[config.mk]
export PLATFORM = sky130hd
export DESIGN_NAME = psm_regs
export DESIGN_NICKNAME = d
export VERILOG_FILES = /design/src/psm_pkg.sv /design/src/psm_regs.sv
export VERILOG_INCLUDE_DIRS = /design/src
export SDC_FILE = /design/constraint.sdc
export NUM_CORES = 1
export LEC_CHECK = 0
export ABC_AREA = 1
export CAP_MARGIN = 10
export CORE_AREA = 5 5 90 126
export DETAILED_ROUTE_END_ITERATION = 12
export DIE_AREA = 0 0 95 131
export DONT_BUFFER_PORTS = 1
export GPL_TIMING_DRIVEN = 0
export PLACE_DENSITY_LB_ADDON = 0.1
export SYNTH_ARGS = -nofsm -noshare
export SYNTH_HDL_FRONTEND = slang
export SYNTH_SLANG_ARGS = --single-unit
[constraint.sdc]
create_clock -name mclk -period 4.2 [get_ports mclk]
set_input_delay 0.42 -clock mclk [delete_from_list [all_inputs] [get_ports mclk]]
set_output_delay 0.42 -clock mclk [all_outputs]
set_load 0.05 [all_outputs]
[src/psm_defines.svh]
/*
 * Register offsets, field positions, reset values and timing counts of the
 * power-source monitor register bank.
 * Assumes it is included by bare name from the register bank design file.
 */
`ifndef PSM_DEFINES_SVH
`define PSM_DEFINES_SVH

// ---------------------------------------------------------------------
// register offsets
// ---------------------------------------------------------------------
`define PSM_ADDR_BATT_CFG 8'h6A
`define PSM_ADDR_STATUS 8'h6F
`define PSM_ADDR_WAKE_CTRL 8'hD0
`define PSM_ADDR_WIN_ONE 8'hDD

// ---------------------------------------------------------------------
// reset values
// ---------------------------------------------------------------------
`define PSM_RST_BATT_CFG 8'hF8
`define PSM_RST_WAKE_CTRL 8'h00
`define PSM_RST_WIN_ONE 8'h00

// ---------------------------------------------------------------------
// field positions
// ---------------------------------------------------------------------
`define PSM_BIT_DB_HI 7
`define PSM_BIT_DB_LO 6
`define PSM_BIT_BATT_TWO_EN 5
`define PSM_BIT_BATT_ONE_EN 4
`define PSM_BIT_ADAPTER_EN 3
`define PSM_BIT_BATT_TWO_LOW 6
`define PSM_BIT_BATT_ONE_LOW 5
`define PSM_BIT_ADAPTER_OK 4
`define PSM_BIT_WAKE_EN 0
`define PSM_BIT_WIN_MODE 7
`define PSM_BIT_SHIFT_HI 6
`define PSM_BIT_SHIFT_LO 3
`define PSM_BIT_VSEL_HI 2
`define PSM_BIT_VSEL_LO 0

// ---------------------------------------------------------------------
// timing
// ---------------------------------------------------------------------
`define PSM_CLK_PERIOD_NS 10
`define PSM_RTC_PERIOD_NS 30000
`define PSM_RTC_CYCLES (`PSM_RTC_PERIOD_NS / `PSM_CLK_PERIOD_NS)
`define PSM_WAKE_PERIOD_NS 1000000000
`define PSM_WAKE_HALF_CYCLES (`PSM_WAKE_PERIOD_NS / `PSM_CLK_PERIOD_NS / 2)
`define PSM_DB_CODE0 4
`define PSM_DB_CODE1 32
`define PSM_DB_CODE2 64
`define PSM_DB_CODE3 128

`endif

[src/psm_pkg.sv]
/*
 * Types shared by the power-source monitor register bank.
 * Assumes nothing beyond a SystemVerilog compiler.
 */
`default_nettype none

package psm_pkg;
    typedef logic [7:0] psm_byte_t;
    typedef logic [1:0] psm_debounce_sel_t;
    typedef logic [2:0] psm_voltage_sel_t;
    typedef logic [3:0] psm_shift_code_t;
    typedef enum logic {PSM_MODE_POWER_GOOD, PSM_MODE_COMPARATOR} psm_comp_mode_t;
endpackage : psm_pkg

`default_nettype wire

[src/psm_regs.sv]
/*
 * Power-source monitor register bank: battery low detection with debounce,
 * adapter presence status, 1 Hz wake clock and window comparator one setup.
 * Assumes a host-interface front end drives the register port on mclk and
 * that comparator results arrive asynchronously from the analog side.
 */
`include "psm_defines.svh"
`default_nettype none

module psm_regs #(
    parameter int RTC_CYCLES = `PSM_RTC_CYCLES,
    parameter int WAKE_HALF_CYCLES = `PSM_WAKE_HALF_CYCLES
) (
    input wire logic mclk,
    input wire logic rstn,
    input wire logic [7:0] regAddr,
    input wire logic regWrEn,
    input wire psm_pkg::psm_byte_t regWrData,
    input wire logic regRdEn,
    output logic [7:0] regRdData,
    input wire logic battOneBelowRaw,
    input wire logic battTwoBelowRaw,
    input wire logic adapterPresentRaw,
    output logic battOneDetectOn,
    output logic battTwoDetectOn,
    output logic adapterComparatorOn,
    output logic wakeClk,
    output psm_pkg::psm_comp_mode_t windowCompMode,
    output psm_pkg::psm_voltage_sel_t windowVoltageSel,
    output psm_pkg::psm_shift_code_t windowShiftCode
);
    import psm_pkg::*;

    if (RTC_CYCLES < 2 || RTC_CYCLES > 65535) begin : gCheckRtc
        $error("RTC_CYCLES out of range");
    end
    if (WAKE_HALF_CYCLES < 1 || WAKE_HALF_CYCLES > 2**30) begin : gCheckWake
        $error("WAKE_HALF_CYCLES out of range");
    end

    // ---------------------------------------------------------------------
    // register storage
    // ---------------------------------------------------------------------
    psm_byte_t battCfg_reg;
    psm_byte_t wakeCtrl_reg;
    psm_byte_t winOne_reg;

    always_ff @(posedge mclk) begin
        if (!rstn) begin
            battCfg_reg <= `PSM_RST_BATT_CFG;
            wakeCtrl_reg <= `PSM_RST_WAKE_CTRL;
            winOne_reg <= `PSM_RST_WIN_ONE;
        end else if (regWrEn) begin
            if (regAddr == `PSM_ADDR_BATT_CFG) begin
                battCfg_reg <= regWrData;
            end else if (regAddr == `PSM_ADDR_WAKE_CTRL) begin
                wakeCtrl_reg <= regWrData;
            end else if (regAddr == `PSM_ADDR_WIN_ONE) begin
                winOne_reg <= regWrData;
            end
        end
    end

    logic [1:0] dbSel;
    logic [1:0] detectEn;
    assign dbSel = battCfg_reg[`PSM_BIT_DB_HI:`PSM_BIT_DB_LO];
    assign detectEn = {battCfg_reg[`PSM_BIT_BATT_TWO_EN], battCfg_reg[`PSM_BIT_BATT_ONE_EN]};

    // ---------------------------------------------------------------------
    // configuration outputs, each from a flop
    // ---------------------------------------------------------------------
    always_ff @(posedge mclk) begin
        if (!rstn) begin
            battOneDetectOn <= 1'b0;
            battTwoDetectOn <= 1'b0;
            adapterComparatorOn <= 1'b0;
            windowCompMode <= PSM_MODE_POWER_GOOD;
            windowVoltageSel <= 3'h0;
            windowShiftCode <= 4'h0;
        end else begin
            battOneDetectOn <= detectEn[0];
            battTwoDetectOn <= detectEn[1];
            adapterComparatorOn <= battCfg_reg[`PSM_BIT_ADAPTER_EN];
            windowCompMode <= psm_comp_mode_t'(winOne_reg[`PSM_BIT_WIN_MODE]);
            windowVoltageSel <= winOne_reg[`PSM_BIT_VSEL_HI:`PSM_BIT_VSEL_LO];
            windowShiftCode <= winOne_reg[`PSM_BIT_SHIFT_HI:`PSM_BIT_SHIFT_LO];
        end
    end

    // ---------------------------------------------------------------------
    // input synchronisers
    // ---------------------------------------------------------------------
    logic [2:0] rawMeta_reg;
    logic [2:0] rawSync_reg;
    always_ff @(posedge mclk) begin
        if (!rstn) begin
            rawMeta_reg <= 3'h0;
            rawSync_reg <= 3'h0;
        end else begin
            rawMeta_reg <= {adapterPresentRaw, battTwoBelowRaw, battOneBelowRaw};
            rawSync_reg <= rawMeta_reg;
        end
    end

    // ---------------------------------------------------------------------
    // rtc period enable from divider
    // ---------------------------------------------------------------------
    logic [15:0] rtcDiv_reg;
    logic rtcTick;
    assign rtcTick = (rtcDiv_reg == 16'(RTC_CYCLES - 1));
    always_ff @(posedge mclk) begin
        if (!rstn || rtcTick) begin
            rtcDiv_reg <= 16'h0000;
        end else begin
            rtcDiv_reg <= rtcDiv_reg + 16'h0001;
        end
    end

    logic [7:0] dbLimit;
    always_comb begin
        case (dbSel)
            2'b00: dbLimit = 8'(`PSM_DB_CODE0);
            2'b01: dbLimit = 8'(`PSM_DB_CODE1);
            2'b10: dbLimit = 8'(`PSM_DB_CODE2);
            default: dbLimit = 8'(`PSM_DB_CODE3);
        endcase
    end

    // ---------------------------------------------------------------------
    // battery debounce, one per battery
    // ---------------------------------------------------------------------
    // counter only advances on rtc ticks, so a glitch shorter than one
    // period can still be missed entirely; that is the intended filter
    // each flag lives in its own generate scope so that no variable is
    // written by two processes; the vector below only collects them
    logic [1:0] battLow;
    genvar gi;
    for (gi = 0; gi < 2; gi++) begin : gBatt
        logic [7:0] dbCnt_reg;
        logic flag_reg;
        always_ff @(posedge mclk) begin
            if (!rstn || !detectEn[gi]) begin
                dbCnt_reg <= 8'h00;
                flag_reg <= 1'b0;
            end else if (rawSync_reg[gi] == flag_reg) begin
                dbCnt_reg <= 8'h00;
            end else if (rtcTick) begin
                if (dbCnt_reg + 8'h01 >= dbLimit) begin
                    flag_reg <= rawSync_reg[gi];
                    dbCnt_reg <= 8'h00;
                end else begin
                    dbCnt_reg <= dbCnt_reg + 8'h01;
                end
            end
        end
        assign battLow[gi] = flag_reg;
    end

    logic adapterOk_reg;
    always_ff @(posedge mclk) begin
        if (!rstn) begin
            adapterOk_reg <= 1'b0;
        end else begin
            // comparator off means nothing is sensed, so report removed
            adapterOk_reg <= rawSync_reg[2] & battCfg_reg[`PSM_BIT_ADAPTER_EN];
        end
    end

    // ---------------------------------------------------------------------
    // 1 Hz wake clock
    // ---------------------------------------------------------------------
    logic [29:0] wakeCnt_reg;
    always_ff @(posedge mclk) begin
        if (!rstn || !wakeCtrl_reg[`PSM_BIT_WAKE_EN]) begin
            wakeCnt_reg <= 30'h0;
            wakeClk <= 1'b0;
        end else if (wakeCnt_reg == 30'(WAKE_HALF_CYCLES - 1)) begin
            wakeCnt_reg <= 30'h0;
            wakeClk <= ~wakeClk;
        end else begin
            wakeCnt_reg <= wakeCnt_reg + 30'h1;
        end
    end

    // ---------------------------------------------------------------------
    // read path
    // ---------------------------------------------------------------------
    psm_byte_t statusByte;
    always_comb begin
        statusByte = 8'h00;
        statusByte[`PSM_BIT_BATT_TWO_LOW] = battLow[1];
        statusByte[`PSM_BIT_BATT_ONE_LOW] = battLow[0];
        statusByte[`PSM_BIT_ADAPTER_OK] = adapterOk_reg;
    end

    always_ff @(posedge mclk) begin
        if (!rstn) begin
            regRdData <= 8'h00;
        end else if (regRdEn) begin
            if (regAddr == `PSM_ADDR_BATT_CFG) begin
                regRdData <= battCfg_reg;
            end else if (regAddr == `PSM_ADDR_STATUS) begin
                regRdData <= statusByte;
            end else if (regAddr == `PSM_ADDR_WAKE_CTRL) begin
                regRdData <= wakeCtrl_reg;
            end else if (regAddr == `PSM_ADDR_WIN_ONE) begin
                regRdData <= winOne_reg;
            end else begin
                regRdData <= 8'h00;
            end
        end
    end
endmodule : psm_regs

`default_nettype wire

==> run_results.csv <==
group,metric,value,unit
clock_tree,cts_inserted_buffers,17,
timing,max_slew_margin,61.6,%
worst_setup_path,critical-path-top-cell-by-count,"sky130_fd_sc_hd__nand2_1",
grt,grt_start_max_net_pins,17,
synth,synthesis.area,0.00562,sq mm
grt,grt_antenna_before_repair,0,
place,detailedPlace.worstSlack,1940,ps
grt,grtUsageTotal,23.0,%
final_layout,finish.instance_area,0.00644,sq mm
worst_setup_path,r2r-end,"gBatt[1].dbCnt_reg[2]",
worst_setup_path,required,4550,ps
timing,clock_period_minus_worst_slack,2280,ps
worst_setup_path,worst_path_max_delay_cell,"sky130_fd_sc_hd__dfxtp_1",
synth,post-synth-top-area-fraction,41.0,%
floorplanning,die_width,95,um
clock_tree,clock_tree_from_tritoncts,"yes",
run,timing.max_cap.violations,0,
clock_tree,cts.clk_slew.worst_paths,50,ps
grt,global_route.overflow_total,0,
synth,yosys.area.top_type,"sky130_fd_sc_hd__dfxtp_1",
detailed_routing,vias,5129,
final_layout,utilization,63.6,%
timing,setup-violations-final,0,
final_layout,post_route_cells_drive_above_1_share,9.41,%
synth,yosys_warn_count,0,
worst_setup_path,r2r-start,"gBatt[1].dbCnt_reg[0]",
timing,drv_slew,0,
clock_tree,clkSinkCount,115,
timing,tightestPinTransition,575,ps
detailed_routing,ant_nets,0,
clock_tree,max-clock-path-buffers,2,
final_layout,fillCellCount,941,
floorplanning,floorplan.io_pins,43,
floorplanning,dieArea,0.0124,sq mm
worst_setup_path,cp.buffers_inverters,1,
synth,netlist-cell-type-count,40,
place,placed_cell_areas,0.00579,sq mm
synth,synth_sequential_area_ratio,41.0,%
worst_setup_path,worst-path-max-fanout,8,
clock_tree,cts_post_setup_buffers_inserted,0,
synth,dominantRegCellSynth,"sky130_fd_sc_hd__dfxtp_1",
worst_setup_path,list_of_cells_traversed_by_the_critical_path,"ha_1 -> nand4_1 -> nor2_1 -> nand2_1 -> nand2_1 -> inv_1 -> ha_1 -> a21o_1 -> a21oi_1 -> nand2_1 -> nand2_1 -> nand2_1 -> nor2_1",
worst_setup_path,ff2ff_path_depth,13,
power,p_sw_share,20.6,%
final_layout,num_antenna_cells,0,
min_path,hold_path_class,"in -> reg",
clock_tree,cts-htree-levels,4,
detailed_routing,finalWirelength,13.2,mm
power,cellPowerDensity,426,mW/mm^2
detailed_routing,routed_wire_length_per_instance,13.7,um
clock_tree,cts_resized,0,
place,port_buffers,0,
power,power.share.sequential,40.9,%
worst_setup_path,start_kind,"flip-flop",
timing,unrepaired_setup_endpoints_after_global_routing,"false",
power,ir_drop,0.309,mV
synth,synth-edff-count,0,
power,power.share.combinational,1.8,%
place,total_instance_count_after_detailed_placement,935,
final_layout,area.growth.synth_to_final,14.6,%
worst_setup_path,startpoint,"gBatt[1].dbCnt_reg[0]",
detailed_routing,via_count_normalized_by_instance_count,5.30,
worst_setup_path,crit_path_max_incr_delay,420,ps
power,power_report.internal_total,2.18,mW
floorplanning,die_boundary_height,131,um
timing,worst_slack,1920,ps
synth,yosys_register_bits,115,
place,hpwlAfterDp,9.98,mm
grt,first_global_vias,5039,
worst_setup_path,cp_data_arrival_time,2630,ps
power,pwr-share-clk,57.4,%
floorplanning,row_count,44,
detailed_routing,detailedRoute.firstIterationViolations,200,
clock_tree,cts_hold_buffers,0,
synth,synth_async_sr_flop_share,0,%
status,outcome,"finished, final reports clean",
floorplanning,initial_core_util,55.5,%
worst_setup_path,r2r_setup_slack,1920,ps
floorplanning,coreArea,0.0101,sq mm
clock_tree,root_buffer,"sky130_fd_sc_hd__clkbuf_16",
power,leakagePower,2.54,nW
final_layout,instances_no_fill,967,
final_layout,nets,852,
synth,largest_cells_by_area_after_synthesis,"sky130_fd_sc_hd__dfxtp_1 41%, sky130_fd_sc_hd__nand2_1 11%, sky130_fd_sc_hd__inv_1 8.2%",
power,switching_power,0.565,mW
worst_setup_path,cp_num_cells,13,
detailed_routing,dr_drc_count,0,
synth,synthCells,797,
detailed_routing,dr_pass1_iterations,5,
timing,fin_setup_tns,0,ps
grt,wire_length_of_the_first_global_routing_pass,22.4,mm
timing,post-route-period-util,54.4,%
timing,hold_viol,0,
clock_tree,worst_skew_pair.late_latency,410,ps
place,place_congestion,0.922,
worst_setup_path,worst_path_dominant_cell_family,"simple AND/OR/NAND/NOR gates",
final_layout,flip_flop_count_of_the_largest_register_after_layout,30,
worst_setup_path,crit_type,"reg -> reg",
worst_setup_path,endpoint_kind,"flip-flop",
timing,achievable-frequency,438,MHz
synth,synth.net_count,833,
synth,synth.avg_cell_area,7.05,sq um
worst_setup_path,timing.critical_path.to,"gBatt[1].dbCnt_reg[2]",
timing,clock_skew,5.45,ps
==> worst register-to-register path, stage by stage (launching register included) <==
cell and delay (ps):
sky130_fd_sc_hd__dfxtp_1 420, sky130_fd_sc_hd__ha_1 260, sky130_fd_sc_hd__nand4_1 160, sky130_fd_sc_hd__nor2_1 130
sky130_fd_sc_hd__nand2_1 60, sky130_fd_sc_hd__nand2_1 60, sky130_fd_sc_hd__inv_1 50, sky130_fd_sc_hd__ha_1 280
sky130_fd_sc_hd__a21o_1 180, sky130_fd_sc_hd__a21oi_1 110, sky130_fd_sc_hd__nand2_1 100, sky130_fd_sc_hd__nand2_1 70
sky130_fd_sc_hd__nand2_1 180, sky130_fd_sc_hd__nor2_1 150
==> power by group through the flow <==
| stage | Clock [mW] | Combinational [mW] | Sequential [mW] |
|---|---|---|---|
| floorplan | 0 | 0.0380 | 1.14 |
| global placement | 0 | 0.0463 | 1.15 |
| detailed placement | 0 | 0.0481 | 1.15 |
| CTS | 1.60 | 0.0485 | 1.12 |
| global route | 1.65 | 0.0556 | 1.12 |
| finish | 1.58 | 0.0483 | 1.12 |
==> final cells by class <==
cell class	count	area [sq um]	area share, %
multi-input combinational	542	2750	42.7
sequential	115	2300	35.7
inverter	125	469	7.28
clock buffer	18	439	6.82
clock inverter	14	210	3.26
tap	138	173	2.68
buffer	15	97.6	1.52
==> cells by family after synthesis <==
family | after synthesis | synth area share (%)
AO/OA/AOI/OAI | 130 | 12.4
buffers and inverters | 140 | 10.1
flip-flops | 115 | 41.0
XOR/XNOR | 12 | 1.87
AND/OR/NAND/NOR | 387 | 31.8
adder cells (fa/ha/maj) | 13 | 2.89
==> synthesized netlist by cell type, types with 4 or more instances <==
| library cell | instances |
|---|---|
| sky130_fd_sc_hd__nand2_1 | 166 |
| sky130_fd_sc_hd__inv_1 | 123 |
| sky130_fd_sc_hd__dfxtp_1 | 115 |
| sky130_fd_sc_hd__nor2_1 | 90 |
| sky130_fd_sc_hd__a21oi_1 | 59 |
| sky130_fd_sc_hd__o21ai_0 | 50 |
| sky130_fd_sc_hd__nand3_1 | 42 |
| sky130_fd_sc_hd__nand4_1 | 23 |
| sky130_fd_sc_hd__nor3_1 | 18 |
| sky130_fd_sc_hd__ha_1 | 13 |
| sky130_fd_sc_hd__xor2_1 | 8 |
| sky130_fd_sc_hd__nand2_2 | 7 |
| sky130_fd_sc_hd__nand3b_1 | 7 |
| sky130_fd_sc_hd__buf_4 | 6 |
| sky130_fd_sc_hd__or2_2 | 6 |
| sky130_fd_sc_hd__nor3_2 | 5 |
| sky130_fd_sc_hd__o211ai_1 | 5 |
| sky130_fd_sc_hd__o22ai_1 | 5 |
| sky130_fd_sc_hd__clkbuf_1 | 4 |
| sky130_fd_sc_hd__nand3_2 | 4 |
| sky130_fd_sc_hd__nor2_2 | 4 |
| sky130_fd_sc_hd__nor3b_1 | 4 |
| sky130_fd_sc_hd__or2_0 | 4 |
| sky130_fd_sc_hd__xnor2_1 | 4 |
==> worst min path at each step <==
stage,from,end,slack (ps),depth (start not counted)
after floorplan,rawMeta_reg[0],rawSync_reg[0],390,2
after global placement,rawMeta_reg[0],rawSync_reg[0],400,2
after detailed placement,rawMeta_reg[0],rawSync_reg[0],400,2
after CTS,battOneBelowRaw,rawMeta_reg[0],100,2
after global routing,battOneBelowRaw,rawMeta_reg[0],100,2
final,battTwoBelowRaw,rawMeta_reg[1],110,2
==> layout by cell type (no fill, tap or decap), drive strengths merged, types with 4 or more instances in the layout <==
cell type  synthesis  layout
xnor2              4       4
o211ai             5       5
nand4             24      24
nor2              96      96
inv              125     125
o22ai              5       5
a21oi             60      60
nand3b             7       7
clkbuf             5      23
nor3b              4       4
nand3             46      46
nand2            173     173
buf               10      10
o21ai             54      54
bufinv             0       5
or2               10      10
ha                13      13
xor2               8       8
nor3              24      24
dfxtp            115     115
clkinv             0       6
==> per-layer routing <==
layer / up-vias / GRT usage (%) / wire length (um)
met4: 0 / 13.1 / 596
met5: - / 0 / 0
met1: 2339 / 24.4 / 5330
met3: 48 / 6.24 / 606
li1: 2618 / - / -
met2: 124 / 40.6 / 6700
==> through the flow <==
| stage | hold WS, ps | power, mW |
|---|---|---|
| floorplan | 390 | 1.18 |
| global placement | 395 | 1.19 |
| detailed placement | 400 | 1.19 |
| CTS | 95.5 | 2.77 |
| global route | 99.7 | 2.83 |
| finish | 107 | 2.75 |
(Power assumes the default switching activity.)
